## config.mk

```make
export PLATFORM = sky130hd
export DESIGN_NAME = mis_sequencer
export DESIGN_NICKNAME = d
export VERILOG_FILES = /design/src/verilog/mis_pkg.sv /design/src/verilog/mis_sequencer.sv
export SDC_FILE = /design/constraint.sdc
export NUM_CORES = 1
export LEC_CHECK = 0
export ABC_AREA = 1
export ABC_CLOCK_PERIOD_IN_PS = 5100
export BUFFER_PORTS_ARGS = -buffer_cell sky130_fd_sc_hd__buf_4
export CORE_MARGIN = 2
export CORE_UTILIZATION = 56
export DETAILED_ROUTE_END_ITERATION = 7
export PLACE_DENSITY = 0.86
export SLEW_MARGIN = 30
export SYNTH_ARGS = -nofsm -noshare
export SYNTH_HDL_FRONTEND = slang
export SYNTH_SLANG_ARGS = --single-unit
export TNS_END_PERCENT = 50
```

## constraint.sdc

```tcl
create_clock -name clk -period 5.1 [get_ports clk]
set_input_delay 0.255 -clock clk [delete_from_list [all_inputs] [get_ports clk]]
set_output_delay 0.255 -clock clk [all_outputs]
set_load 0.01 [all_outputs]
```

## src/verilog/mis_pkg.sv

```systemverilog
// Constants and carrier types for the management interrupt sequencer.
//
// Contract
// - After the current operation completes, the block drives the request pin low.
// - After the last restore read, drive the pin high two cycles, then release.
// - The management request is never masked, in any operating mode.
// - In management mode, grant bus hold, float the strobe, keep driving request.
// - Save transfers come first and use the management strobe and ready pair.
// - Each saved word goes to its own fixed 24-bit address in two ranges.
// - Save and restore each take exactly 114 transfer cycles.
// - After save, enter real mode with reset values, fetching at FFFFF0h.
// - Entering management mode disables maskable and non-maskable interrupts.
// - Port I/O in management mode uses the normal strobe and ready.
// - Restore opcode reloads registers from base segment times 16 plus offset.
// - After restore, release the request pin and resume in the previous mode.
// - With debug bit 12 set, opcode F1h raises the request from inside.
// - Cross-space moves use normal strobe and ready; misaligned operands split.
// - With I/O break enabled, stall after port I/O until ready goes low.
// - After a break releases, take a pending interrupt at once, else continue.
// - The break never applies to memory-mapped I/O or coprocessor cycles.
// - Prefetches before the first management strobe are never executed.
package mis_pkg;

  localparam int unsigned MIS_XFER_COUNT    = 114;
  localparam int unsigned MIS_RANGE_A_WORDS = 102;
  localparam logic [23:0] MIS_RANGE_A_BASE  = 24'h06_0000;
  localparam logic [23:0] MIS_RANGE_B_BASE  = 24'h06_0100;
  localparam logic [23:0] MIS_RANGE_A_END   = 24'h06_00CB;
  localparam logic [23:0] MIS_RANGE_B_END   = 24'h06_0127;
  localparam logic [23:0] MIS_RANGE_B_REL   = MIS_RANGE_B_BASE - MIS_RANGE_A_BASE;
  localparam logic [23:0] MIS_WORD_STEP     = 24'h00_0002;
  localparam logic [23:0] MIS_HANDLER_FETCH = 24'hFF_FFF0;
  localparam int unsigned MIS_DBG_SOFT_BIT  = 12;
  localparam logic [1:0]  MIS_RELEASE_HIGH  = 2'h2;
  localparam logic [6:0]  MIS_XFER_LAST     = 7'h71;
  localparam logic [6:0]  MIS_RANGE_A_LAST  = 7'h65;

  typedef enum logic [3:0] {
    MIS_IDLE,
    MIS_WAIT_DONE,
    MIS_SAVE_REQ,
    MIS_SAVE_WAIT,
    MIS_HANDLER,
    MIS_REST_REQ,
    MIS_REST_WAIT,
    MIS_RELEASE
  } mis_state_e;

  // Requests from the processor core, all on the core clock.
  typedef struct packed {
    logic        op_done;
    logic        soft_trap;
    logic [31:0] debug_control_reg;
    logic        restore_op;
    logic [15:0] seg_base;
    logic [31:0] offset_reg;
    logic        io_done;
    logic        io_is_port;
    logic        cycle_is_io;
    logic        cycle_is_xmove;
    logic [15:0] save_word;
  } mis_core_req_s;

  // Indications back to the core.
  typedef struct packed {
    logic        mgmt_mode;
    logic        irq_disable;
    logic        enter_handler;
    logic [23:0] handler_fetch;
    logic        resume;
    logic        discard_prefetch;
    logic        exec_stall;
    logic        use_mgmt_space;
    logic        restore_valid;
    logic [15:0] restore_word;
  } mis_core_rsp_s;

endpackage

```

## src/verilog/mis_sequencer.sv

```systemverilog
// Management interrupt sequencer: recognition, state save and restore, I/O break.
`timescale 1ns/10ps
module mis_sequencer
  import mis_pkg::*;
(
  input  wire logic          clk,
  input  wire logic          rst_b,
  input  wire logic          clk_en,
  input  wire logic          mgmt_irq_n_in,
  output logic               mgmt_irq_n_out,
  output logic               mgmt_irq_n_oe,
  output logic               mgmt_space_addr_strobe_n,
  output logic               mgmt_space_strobe_oe,
  output logic [23:0]        mgmt_space_addr,
  output logic [15:0]        mgmt_space_wdata,
  output logic               mgmt_space_write,
  input  wire logic [15:0]   mgmt_space_rdata,
  input  wire logic          mgmt_space_ready_n,
  input  wire logic          hold_req,
  output logic               hold_ack,
  input  wire logic          io_break_enable_n,
  input  wire logic          ready_n,
  input  wire mis_core_req_s core_req,
  output mis_core_rsp_s      core_rsp
);

  mis_state_e  state_ff;
  mis_state_e  nxt_state;
  logic [1:0]  irq_sync_ff;
  logic [1:0]  rdy_sync_ff;
  logic [1:0]  hold_sync_ff;
  logic [1:0]  brk_sync_ff;
  logic [1:0]  nrdy_sync_ff;
  logic [6:0]  xfer_idx_ff;
  logic [1:0]  high_cnt_ff;
  logic [23:0] rest_base_ff;
  logic        irq_oe_ff;
  logic        irq_out_ff;
  logic        strobe_n_ff;
  logic        strobe_oe_ff;
  logic [23:0] addr_ff;
  logic [15:0] wdata_ff;
  logic        write_ff;
  logic        hold_ack_ff;
  logic        pend_ff;
  mis_core_rsp_s rsp_ff;
  logic        irq_low;
  logic        space_rdy;
  logic        hold_in;
  logic        brk_en;
  logic        io_rdy;
  logic        soft_req;
  logic        in_mgmt;
  logic        hold_gap;
  logic [23:0] rel_addr;
  logic        nxt_stall;

  // Two-flop synchronisers for every pin input except the read data; only the second stage is read.
  always_ff @(posedge clk or negedge rst_b) begin
    if (!rst_b) begin
      irq_sync_ff  <= 2'h3;
      rdy_sync_ff  <= 2'h3;
      hold_sync_ff <= 2'h0;
      brk_sync_ff  <= 2'h3;
      nrdy_sync_ff <= 2'h3;
    end else if (clk_en) begin
      irq_sync_ff  <= {irq_sync_ff[0], mgmt_irq_n_in};
      rdy_sync_ff  <= {rdy_sync_ff[0], mgmt_space_ready_n};
      hold_sync_ff <= {hold_sync_ff[0], hold_req};
      brk_sync_ff  <= {brk_sync_ff[0], io_break_enable_n};
      nrdy_sync_ff <= {nrdy_sync_ff[0], ready_n};
    end
  end

  // Decoded conditions from synchronised pins and core requests.
  assign irq_low   = !irq_sync_ff[1];
  assign space_rdy = !rdy_sync_ff[1];
  assign hold_in   = hold_sync_ff[1];
  assign brk_en    = !brk_sync_ff[1];
  assign io_rdy    = !nrdy_sync_ff[1];
  assign soft_req  = core_req.soft_trap && core_req.debug_control_reg[MIS_DBG_SOFT_BIT];
  assign in_mgmt   = (state_ff != MIS_IDLE) && (state_ff != MIS_WAIT_DONE);
  assign hold_gap  = hold_ack_ff || (hold_in && in_mgmt && (state_ff != MIS_SAVE_WAIT)
                     && (state_ff != MIS_REST_WAIT));
  // Word offset within the save area: range A first, the remainder in range B.
  assign rel_addr  = (xfer_idx_ff <= MIS_RANGE_A_LAST) ?
                     24'({xfer_idx_ff, 1'b0}) :
                     MIS_RANGE_B_REL + 24'({xfer_idx_ff - (MIS_RANGE_A_LAST + 7'h01), 1'b0});

  // Sequencer next state; recognition ignores every mask and operating mode.
  always_comb begin
    nxt_state = state_ff;
    case (state_ff)
      MIS_IDLE: begin
        if ((irq_low || soft_req || pend_ff) && !rsp_ff.exec_stall) begin
          nxt_state = MIS_WAIT_DONE;
        end
      end
      MIS_WAIT_DONE: begin
        if (core_req.op_done) begin
          nxt_state = MIS_SAVE_REQ;
        end
      end
      MIS_SAVE_REQ: begin
        if (!hold_gap) begin
          nxt_state = MIS_SAVE_WAIT;
        end
      end
      MIS_SAVE_WAIT: begin
        if (space_rdy) begin
          nxt_state = (xfer_idx_ff == MIS_XFER_LAST) ? MIS_HANDLER : MIS_SAVE_REQ;
        end
      end
      MIS_HANDLER: begin
        if (core_req.restore_op && !hold_gap) begin
          nxt_state = MIS_REST_REQ;
        end
      end
      MIS_REST_REQ: begin
        if (!hold_gap) begin
          nxt_state = MIS_REST_WAIT;
        end
      end
      MIS_REST_WAIT: begin
        if (space_rdy) begin
          nxt_state = (xfer_idx_ff == MIS_XFER_LAST) ? MIS_RELEASE : MIS_REST_REQ;
        end
      end
      MIS_RELEASE: begin
        if (high_cnt_ff == MIS_RELEASE_HIGH - 2'h1) begin
          nxt_state = MIS_IDLE;
        end
      end
      default: begin
        nxt_state = MIS_IDLE;
      end
    endcase
  end

  // State register.
  always_ff @(posedge clk or negedge rst_b) begin
    if (!rst_b) begin
      state_ff <= MIS_IDLE;
    end else if (clk_en) begin
      state_ff <= nxt_state;
    end
  end

  // Transfer index and restore base capture.
  always_ff @(posedge clk or negedge rst_b) begin
    if (!rst_b) begin
      xfer_idx_ff  <= 7'h00;
      rest_base_ff <= 24'h00_0000;
    end else if (clk_en) begin
      if (state_ff == MIS_HANDLER && nxt_state == MIS_REST_REQ) begin
        rest_base_ff <= 24'({core_req.seg_base, 4'h0}) + core_req.offset_reg[23:0];
      end
      if ((state_ff == MIS_SAVE_WAIT || state_ff == MIS_REST_WAIT) && space_rdy) begin
        xfer_idx_ff <= (xfer_idx_ff == MIS_XFER_LAST) ? 7'h00 : xfer_idx_ff + 7'h01;
      end
    end
  end

  // Request pin drive: low for the whole routine, high twice at the end, then released.
  always_ff @(posedge clk or negedge rst_b) begin
    if (!rst_b) begin
      irq_oe_ff   <= 1'b0;
      irq_out_ff  <= 1'b1;
      high_cnt_ff <= 2'h0;
    end else if (clk_en) begin
      if (state_ff == MIS_IDLE && soft_req) begin
        irq_oe_ff  <= 1'b1;
        irq_out_ff <= 1'b0;
      end else if (state_ff == MIS_WAIT_DONE && core_req.op_done) begin
        irq_oe_ff  <= 1'b1;
        irq_out_ff <= 1'b0;
      end else if (state_ff == MIS_REST_WAIT && nxt_state == MIS_RELEASE) begin
        irq_out_ff  <= 1'b1;
        high_cnt_ff <= 2'h0;
      end else if (state_ff == MIS_RELEASE) begin
        high_cnt_ff <= high_cnt_ff + 2'h1;
        if (nxt_state == MIS_IDLE) begin
          irq_oe_ff <= 1'b0;
        end
      end
    end
  end

  // Management-space strobe, address and data; the strobe floats while hold is granted.
  always_ff @(posedge clk or negedge rst_b) begin
    if (!rst_b) begin
      strobe_n_ff  <= 1'b1;
      strobe_oe_ff <= 1'b0;
      addr_ff      <= 24'h00_0000;
      wdata_ff     <= 16'h0000;
      write_ff     <= 1'b0;
    end else if (clk_en) begin
      strobe_n_ff  <= 1'b1;
      strobe_oe_ff <= in_mgmt && !hold_gap;
      if (nxt_state == MIS_SAVE_WAIT && state_ff == MIS_SAVE_REQ) begin
        strobe_n_ff <= 1'b0;
        addr_ff     <= MIS_RANGE_A_BASE + rel_addr;
        wdata_ff    <= core_req.save_word;
        write_ff    <= 1'b1;
      end else if (nxt_state == MIS_REST_WAIT && state_ff == MIS_REST_REQ) begin
        strobe_n_ff <= 1'b0;
        addr_ff     <= rest_base_ff + rel_addr;
        write_ff    <= 1'b0;
      end
    end
  end

  // Bus hold is granted between management transfers while in management mode.
  always_ff @(posedge clk or negedge rst_b) begin
    if (!rst_b) begin
      hold_ack_ff <= 1'b0;
    end else if (clk_en) begin
      if (!hold_in || !in_mgmt || nxt_state == MIS_IDLE) begin
        hold_ack_ff <= 1'b0;
      end else if (state_ff != MIS_SAVE_WAIT && state_ff != MIS_REST_WAIT) begin
        hold_ack_ff <= 1'b1;
      end
    end
  end

  // Next stall level; memory and coprocessor cycles bypass, and a new break beats a release.
  always_comb begin
    nxt_stall = rsp_ff.exec_stall;
    if (core_req.io_done && core_req.io_is_port && brk_en && !in_mgmt) begin
      nxt_stall = 1'b1;
    end else if (rsp_ff.exec_stall && io_rdy) begin
      nxt_stall = 1'b0;
    end
  end

  // Request seen during a break stall, kept until recognition takes it.
  always_ff @(posedge clk or negedge rst_b) begin
    if (!rst_b) begin
      pend_ff <= 1'b0;
    end else if (clk_en) begin
      if (rsp_ff.exec_stall && irq_low) begin
        pend_ff <= 1'b1;
      end else if (state_ff == MIS_WAIT_DONE) begin
        pend_ff <= 1'b0;
      end
    end
  end

  // Core indications: mode, interrupt disable, handler entry, resume and routing.
  always_ff @(posedge clk or negedge rst_b) begin
    if (!rst_b) begin
      rsp_ff.mgmt_mode        <= 1'b0;
      rsp_ff.irq_disable      <= 1'b0;
      rsp_ff.enter_handler    <= 1'b0;
      rsp_ff.handler_fetch    <= 24'h00_0000;
      rsp_ff.resume           <= 1'b0;
      rsp_ff.discard_prefetch <= 1'b0;
      rsp_ff.exec_stall       <= 1'b0;
      rsp_ff.use_mgmt_space   <= 1'b0;
      rsp_ff.restore_valid    <= 1'b0;
      rsp_ff.restore_word     <= 16'h0000;
    end else if (clk_en) begin
      rsp_ff.mgmt_mode        <= (nxt_state != MIS_IDLE) && (nxt_state != MIS_WAIT_DONE);
      rsp_ff.irq_disable      <= (nxt_state != MIS_IDLE) && (nxt_state != MIS_WAIT_DONE);
      rsp_ff.enter_handler    <= (state_ff == MIS_SAVE_WAIT) && (nxt_state == MIS_HANDLER);
      rsp_ff.handler_fetch    <= MIS_HANDLER_FETCH;
      rsp_ff.resume           <= (state_ff == MIS_RELEASE) && (nxt_state == MIS_IDLE);
      rsp_ff.discard_prefetch <= (state_ff == MIS_WAIT_DONE) && core_req.op_done;
      rsp_ff.exec_stall       <= nxt_stall;
      rsp_ff.use_mgmt_space   <= (state_ff == MIS_HANDLER) && !core_req.cycle_is_io
                                 && !core_req.cycle_is_xmove;
      rsp_ff.restore_valid    <= (state_ff == MIS_REST_WAIT) && space_rdy;
      if (state_ff == MIS_REST_WAIT && space_rdy) begin
        rsp_ff.restore_word <= mgmt_space_rdata;
      end
    end
  end

  // Outputs straight from flip-flops.
  assign mgmt_irq_n_out           = irq_out_ff;
  assign mgmt_irq_n_oe            = irq_oe_ff;
  assign mgmt_space_addr_strobe_n = strobe_n_ff;
  assign mgmt_space_strobe_oe     = strobe_oe_ff;
  assign mgmt_space_addr          = addr_ff;
  assign mgmt_space_wdata         = wdata_ff;
  assign mgmt_space_write         = write_ff;
  assign hold_ack                 = hold_ack_ff;
  assign core_rsp                 = rsp_ff;

  // Checks kept beside the logic they guard.
  drive_low_a: assert property (@(posedge clk) disable iff (!rst_b)
    clk_en && state_ff == MIS_WAIT_DONE && core_req.op_done |=> irq_oe_ff && !irq_out_ff)
    else $error("request pin not driven low after operation completed");

  release_high_a: assert property (@(posedge clk) disable iff (!rst_b)
    $rose(state_ff == MIS_RELEASE) && clk_en |-> irq_oe_ff && irq_out_ff
    ##1 (!clk_en or (irq_oe_ff && irq_out_ff)))
    else $error("request pin not held high before release");

  mgmt_disable_a: assert property (@(posedge clk) disable iff (!rst_b)
    in_mgmt |-> rsp_ff.irq_disable && rsp_ff.mgmt_mode)
    else $error("interrupts not disabled in management mode");

  hold_float_a: assert property (@(posedge clk) disable iff (!rst_b)
    hold_ack_ff |-> !strobe_oe_ff ##0 irq_oe_ff)
    else $error("strobe driven or request released during hold");

  save_count_a: assert property (@(posedge clk) disable iff (!rst_b)
    xfer_idx_ff <= MIS_XFER_LAST)
    else $error("transfer index beyond last save word");

  handler_fetch_a: assert property (@(posedge clk) disable iff (!rst_b)
    rsp_ff.enter_handler |-> rsp_ff.handler_fetch == MIS_HANDLER_FETCH && state_ff == MIS_HANDLER)
    else $error("handler entry without fixed fetch address");

  save_addr_a: assert property (@(posedge clk) disable iff (!rst_b)
    $fell(strobe_n_ff) && write_ff |-> (addr_ff >= MIS_RANGE_A_BASE && addr_ff <= MIS_RANGE_A_END)
    || (addr_ff >= MIS_RANGE_B_BASE && addr_ff <= MIS_RANGE_B_END))
    else $error("save address outside the save ranges");

  break_stall_a: assert property (@(posedge clk) disable iff (!rst_b)
    clk_en && core_req.io_done && core_req.io_is_port && brk_en && !in_mgmt
    |=> rsp_ff.exec_stall)
    else $error("port I/O not stalled with break enabled");

  break_skip_a: assert property (@(posedge clk) disable iff (!rst_b)
    clk_en && core_req.io_done && !core_req.io_is_port && !rsp_ff.exec_stall
    |=> !rsp_ff.exec_stall)
    else $error("break stalled a non-port cycle");

  io_route_a: assert property (@(posedge clk) disable iff (!rst_b)
    clk_en && core_req.cycle_is_io |=> !rsp_ff.use_mgmt_space || !clk_en)
    else $error("port I/O routed to management space");

  restore_resume_a: assert property (@(posedge clk) disable iff (!rst_b)
    rsp_ff.resume |-> !irq_oe_ff && state_ff == MIS_IDLE)
    else $error("resume without releasing the request pin");

  soft_drive_a: assert property (@(posedge clk) disable iff (!rst_b)
    clk_en && state_ff == MIS_IDLE && soft_req |=> irq_oe_ff && !irq_out_ff)
    else $error("soft trap did not drive the request pin low");

  break_release_a: assert property (@(posedge clk) disable iff (!rst_b)
    clk_en && rsp_ff.exec_stall && io_rdy && !core_req.io_done |=> !rsp_ff.exec_stall)
    else $error("break stall not released after ready");

endmodule

```

After elaboration in Yosys (flattened, before gate mapping)
Index checks and enable logic that the tools add are counted.
W data, S select, Z words.
- flip-flop bits (word level): 118
- bits in latches: 0
- RAM bits: 0
- memory bits (read-only): 0
- logic and storage cells: 157
- memories kept: 0
- $add $sub $neg: 7
- multiply operators: 0
- divide/modulo/power cells: 0
- order comparisons: 1
- equality and inequality tests: 19
- shifts and indexed selects: 0
- mux-type cells: 35
- bitwise logic cells: 2
- reductions and logical operators: 66
- operators with widths (cell ; number):
    $mux W24 ; 2
    $eq A4 B3 Y1 const B ; 8
    $mux W4 ; 8
    $pmux W4 S8 ; 1
    $logic_and A1 B1 Y1 ; 27
    $add A20 B24 Y24 ; 1
    $add A24 B10 Y24 ; 1
    $add A19 B10 Y20 const A ; 1
    $mux W1 ; 18
    $reduce_and A2 Y1 ; 9
    $eq A4 B2 Y1 const B ; 3
    $add A9 B8 Y10 const A ; 1
    $logic_not A1 Y1 ; 10
    $mux W10 ; 1
    $reduce_bool A2 Y1 ; 5
    $reduce_bool A3 Y1 ; 3
    $logic_not A4 Y1 ; 2
    $ne A4 B1 Y1 const B ; 2
    $reduce_and A4 Y1 ; 2
    $reduce_bool A4 Y1 ; 2
    $add A7 B1 Y7 const B ; 1
    $eq A7 B7 Y1 const B ; 1
    $le A7 B7 Y1 const B ; 1
    $mux W7 ; 1
    other kinds (11) ; 19

Longest topological paths before layout
- depth after elaboration: 16
- depth in mapped cells: 24
- depth with buffers taken out: 24

Worst setup path after synthesis
OpenSTA, ideal clock, no wires.
- path kind: register to register
- start: register xfer_idx_ff[1]
- end: register addr_ff[23] (netlist: mgmt_space_addr[23])
- library setup time: 0.117 ns
- data arrival time: 2.689 ns
- path slack: 2.294 ns
- stages on the path, launching flop included: 23
- period minus slack after synthesis: 2.806 ns
- cell sequence: dfrtp_1 -> inv_1 -> ha_1 -> nand3_1 -> nand2_1 -> nor2_1 -> nand2_1 -> nand2_1 -> inv_1 -> nor2_1 -> inv_1 -> ha_1 -> nand2_1 -> nor2_1 -> nand2_1 -> nand2_1 -> nand2_1 -> nor2_2 -> nand2_1 -> nor2_1 -> nand2_1 -> nand3_1 -> nand2_1
- cells in the longest elaborated chain, start to end: 8
- ends and longest elaborated chain (item ; line ; source):
    start, declared ; mis_sequencer.sv:34 ; logic [6:0] xfer_idx_ff;
    start signal, assigned ; mis_sequencer.sv:159 ; xfer_idx_ff <= (xfer_idx_ff == MIS_XFER_LAST) ? 7'h00 : xfer_idx_ff + 7'h01;
    parallel branches: the longest is 8 deep, another holds $add A24 B10 Y24 ; - ;
    end signal, assigned ; mis_sequencer.sv:202 ; addr_ff <= MIS_RANGE_A_BASE + rel_addr;
    end signal, assigned ; mis_sequencer.sv:207 ; addr_ff <= rest_base_ff + rel_addr;
    end, declared ; mis_sequencer.sv:41 ; logic [23:0] addr_ff;
Parallel ways; which one is timed is not known. The select of a mux whose other input is x is not followed.
A chain may end at the register's enable or synchronous reset.

Worst setup path in the final report
Ends and elaborated chain as after synthesis.

==> summary.md <==
| Metric | Value |
|---|---|
| Outcome | completed |
| Fillers | 970 |
| Sw power | between 1.5 and 2 mW |
| CTS tree | built |
| Met3 routed WL | 1.23 mm |
| Total internal power | ~2.8 mW |
| Clk sink count | 118 |
| Gate power share | 38.5% |
| LEAKAGE | roughly 4.8 nW |
| Data required time of the worst path | between 5 and 6 ns |
| Worst Tran Pin Value | 0.833 ns |
| Met1 wire length | about 7.4 mm |
| Clk slew on worst S/H paths | ~0.06 ns |
| # nets final | approximately 1,200 |
| Slew HR | 44.5% |
| RSZ-0062 raised after global routing | false |
| Routed vias/inst | 5.18 |
| Critical path, cell by cell | inv_1 > ha_1 > nand3_1 > nand2_1 > nor2_1 > nand2_1 > nand2_1 > inv_1 > nor2_1 > inv_1 > ha_1 > nand2_1 > nor2_1 > nand2_1 > nand2_1 > nand2_1 > nor2_2 > nand2_1 > nor2_1 > nand2_1 > nand3_1 > nand2_1 |
| Slew Limit Fails | 0 |
| Pwr dens | 491 nW/µm² |
| Share of flip-flops with an asynchronous set or reset | 100% |
| R2r startpoint | xfer_idx_ff[1]$_DFFE_PN0P_ |
| Yosys warns | 0 |
| Synth-to-layout area growth | 26.1% |
| PnR worst setup slack | 1.76 ns |
| DR iter-0 viols | 456 |
| H-tree depth | 4 |
| CP most frequent cell | nand2_1 |
| Overall routing resource usage | 26.4% |
| Max stage delay on crit path | 0.40 ns |
| Top Metal Used | met4 |
| Sw Ratio | 37.5% |
| Initial Util | roughly 57% |
| Peak VDD IR | between 200 and 250 µV |
| #FFs+latches synth | ~120 |
| DRC | 0 |
| CTS Buffer Depth | 2 |
| Clock root cell | clkbuf_16 |
| CTS Buf Count | 17 |
| Postcts setup bufs | 0 |
| Port-buffer cells | 177 |
| Fin area | 8990 µm² |
| Worst skew pair latency | between 0.4 and 0.5 ns |
| Critical Path End Type | register |
| Placed inst area | 8390 µm² |
| Met2 wire len | approximately 8.3 mm |
| Top cells by area, synth | dfrtp_1, nand2_1, ha_1 |
| Most frequent cell after synthesis | nand2_1 |
| Std cell rows | 41 |
| Hpwl dp | 13.5 mm |
| Share of layout cells above drive strength 1 | 25.9% |
| Worst min-delay path class | in -> reg |
| Die Height | 117 µm |
| Clock power share | 26.4% |
| Router iterations before antenna repair | 5 |
| R2R setup slack | 1.76 ns |
| Seq/Total Area, Yosys | about two fifths |
| Final WL | 17.6 mm |
| Top cells by count, synth | nand2_1, dfrtp_1, inv_1, nor2_1, o21ai_0 |
| Flop pwr share | approximately a third |
| Slowest cell on the critical path | dfrtp_1 |
| Initial antenna violation count | 0 |
| Minimum clock period | around 3.3 ns |
| Hold violation count in the final report | 0 |
| WHS | 0.0299 ns |
| Final GP Congestion | 0.913 |
| Core ar. | 12,500 µm² |
| CTS resizes | 0 |
| Per-cell routed wire length | 14.0 µm |
| Via count | around 6,500 |
| Setup crit start kind | register |
| FMAX | 299 MHz |
| Ys flop type | dfrtp_1 |
| Grt total ovfl | 0 |
| Synth unique cells | 47 |
| Synth Cell Area | 7130 µm² |
| Largest net degree at the start of global routing | 68 |
| Vias in the first global route | around 6,100 |
| Critical Path Sink | mgmt_space_addr[23]$_DFFE_PN0P_ |
| Number of flops mapped to enable cells by yosys | 0 |
| Yosys top cell by area | dfrtp_1 |
| Critical Path Source | xfer_idx_ff[1]$_DFFE_PN0P_ |
| Clk_skew | ~0.0068 ns |
| # diodes | 0 |
| Mapped Cells | 909 |
| # setup viols final | 0 |
| Die area | between 10,000 and 15,000 µm² |
| Critical path class | reg -> reg |
| Setup TNS after final layout | 0 ns |
| Worst r2r path cells | 22 |
| CP max FO | 7 |
| WP data arrival | 3.64 ns |
| First-pass GRT wire length | 28.4 mm |
| # IOs | 221 |
| Share of the synthesized area in the top cell type | 37.9% |
| Mean post-synth cell area | 7.84 µm² |
| Worst R2R End | mgmt_space_addr[23]$_DFFE_PN0P_ |
| Antenna-violating nets left | 0 |
| Setup WS pre-CTS | around 1.8 ns |
| Number of max-cap violations | 0 |
| Final Cycle Share | 65.6% |
| Width of the die | 117 µm |
## power groups by stage
stage          combinational, mW  clock, mW  sequential [mW]
2_1_floorplan              0.982          0             1.59
3_3_place_gp                1.64          0             1.53
3_5_place_dp                1.68          0             1.55
4_1_cts                     1.71       1.18             1.54
5_1_grt                     1.92       1.22             1.59
6_report                    1.70       1.16             1.55
## cells by family after synthesis
kind of cell / Yosys count / synth area share [%]
AND/OR/NAND/NOR: 449 / 27.0
buffers and inverters: 139 / 9.48
AO/OA/AOI/OAI: 133 / 11.0
flip-flops: 118 / 41.6
adder cells (fa/ha/maj): 31 / 5.65
XOR/XNOR: 22 / 2.70
multiplexers: 16 / 2.53
other: 1 / 0.0526
## stage by stage
stage               instances  util, %  power [mW]
global route             1255     71.8        4.73
global placement         1222     67.0        3.17
CTS                      1255     71.8        4.43
floorplan                 912        -        2.57
finish                   1255     71.8        4.41
detailed placement       1222     67.0        3.24
## worst max-delay path, delay by kind of cell, from the launching register on
| kind | cells | cell delay, ns |
|---|---|---|
| AND/OR/NAND/NOR | 17 | 1.98 |
| buffers and inverters | 3 | 0.23 |
| adder cells (fa/ha/maj) | 2 | 0.62 |
| flip-flops | 1 | 0.40 |
## worst min path at each step
stage / start / end / slack, ns / depth (start not counted)
after global placement: rst_b / mgmt_space_addr[1]$_DFFE_PN0P_ / 0.40 / 1
after global routing: core_req[10] / mgmt_space_wdata[10]$_DFFE_PN0P_ / 0.04 / 3
after CTS: core_req[16] / core_rsp[17]$_DFFE_PN0P_ / 0.01 / 2
after floorplan: rst_b / core_rsp[0]$_DFFE_PN0P_ / -0.04 / 0
final: core_req[16] / core_rsp[17]$_DFFE_PN0P_ / 0.03 / 2
after detailed placement: rst_b / mgmt_space_addr[1]$_DFFE_PN0P_ / 0.40 / 1
## state kept, by name (all words and copies together), names as in the netlist
register and flops:
mgmt_space_addr_strobe_n 1, high_cnt_ff 2, core_rsp 24, mgmt_space_write 1
state_ff 4, pend_ff 1, mgmt_space_addr 24, brk_sync_ff 2
hold_ack 1, mgmt_space_wdata 16, mgmt_space_strobe_oe 1, mgmt_irq_n_out 1
irq_sync_ff 2, rdy_sync_ff 2, rest_base_ff 24, xfer_idx_ff 7
hold_sync_ff 2, nrdy_sync_ff 2, mgmt_irq_n_oe 1
## layout by cell type, fill, tap and decap left out, drive strengths merged, types with 4 or more instances in the layout
| master | netlist | final |
|---|---|---|
| o21ai | 81 | 81 |
| a31oi | 5 | 5 |
| nand4 | 15 | 15 |
| conb | 1 | 4 |
| xor2 | 13 | 13 |
| nor3 | 6 | 6 |
| inv | 97 | 100 |
| nand2 | 306 | 306 |
| mux2 | 16 | 16 |
| clkinvlp | 0 | 4 |
| xnor2 | 9 | 9 |
| clkinv | 1 | 6 |
| clkbuf | 5 | 18 |
| dfrtp | 108 | 108 |
| buf | 36 | 179 |
| dfstp | 10 | 10 |
| ha | 29 | 29 |
| nand3 | 44 | 44 |
| a21oi | 32 | 32 |
| nor2 | 70 | 70 |
## layout make-up
type                       instances  area [µm²]  share of cell area [%]
multi-input combinational        655        3500                    38.9
inverter                          98         368                    4.09
clock inverter                    14         149                    1.66
clock buffer                      18         439                    4.89
timing repair buffer             180        1350                    15.1
sequential                       118        2970                    33.0
tap                              172         215                    2.39
## metal layers
metal,global-route usage [%],vias up
li1,-,3242
met1,33.0,2983
met2,44.9,231
met3,4.53,42
met4,12.0,0
met5,0,-
## repair_timing
| item | 4_1_cts | 5_1_grt |
|---|---|---|
| endpoints found under the setup margin | 0 | 0 |
| endpoints found under the hold margin | 63 | 0 |
| hold buffers | 1 | 0 |
Power figures use the tool's default switching activity.
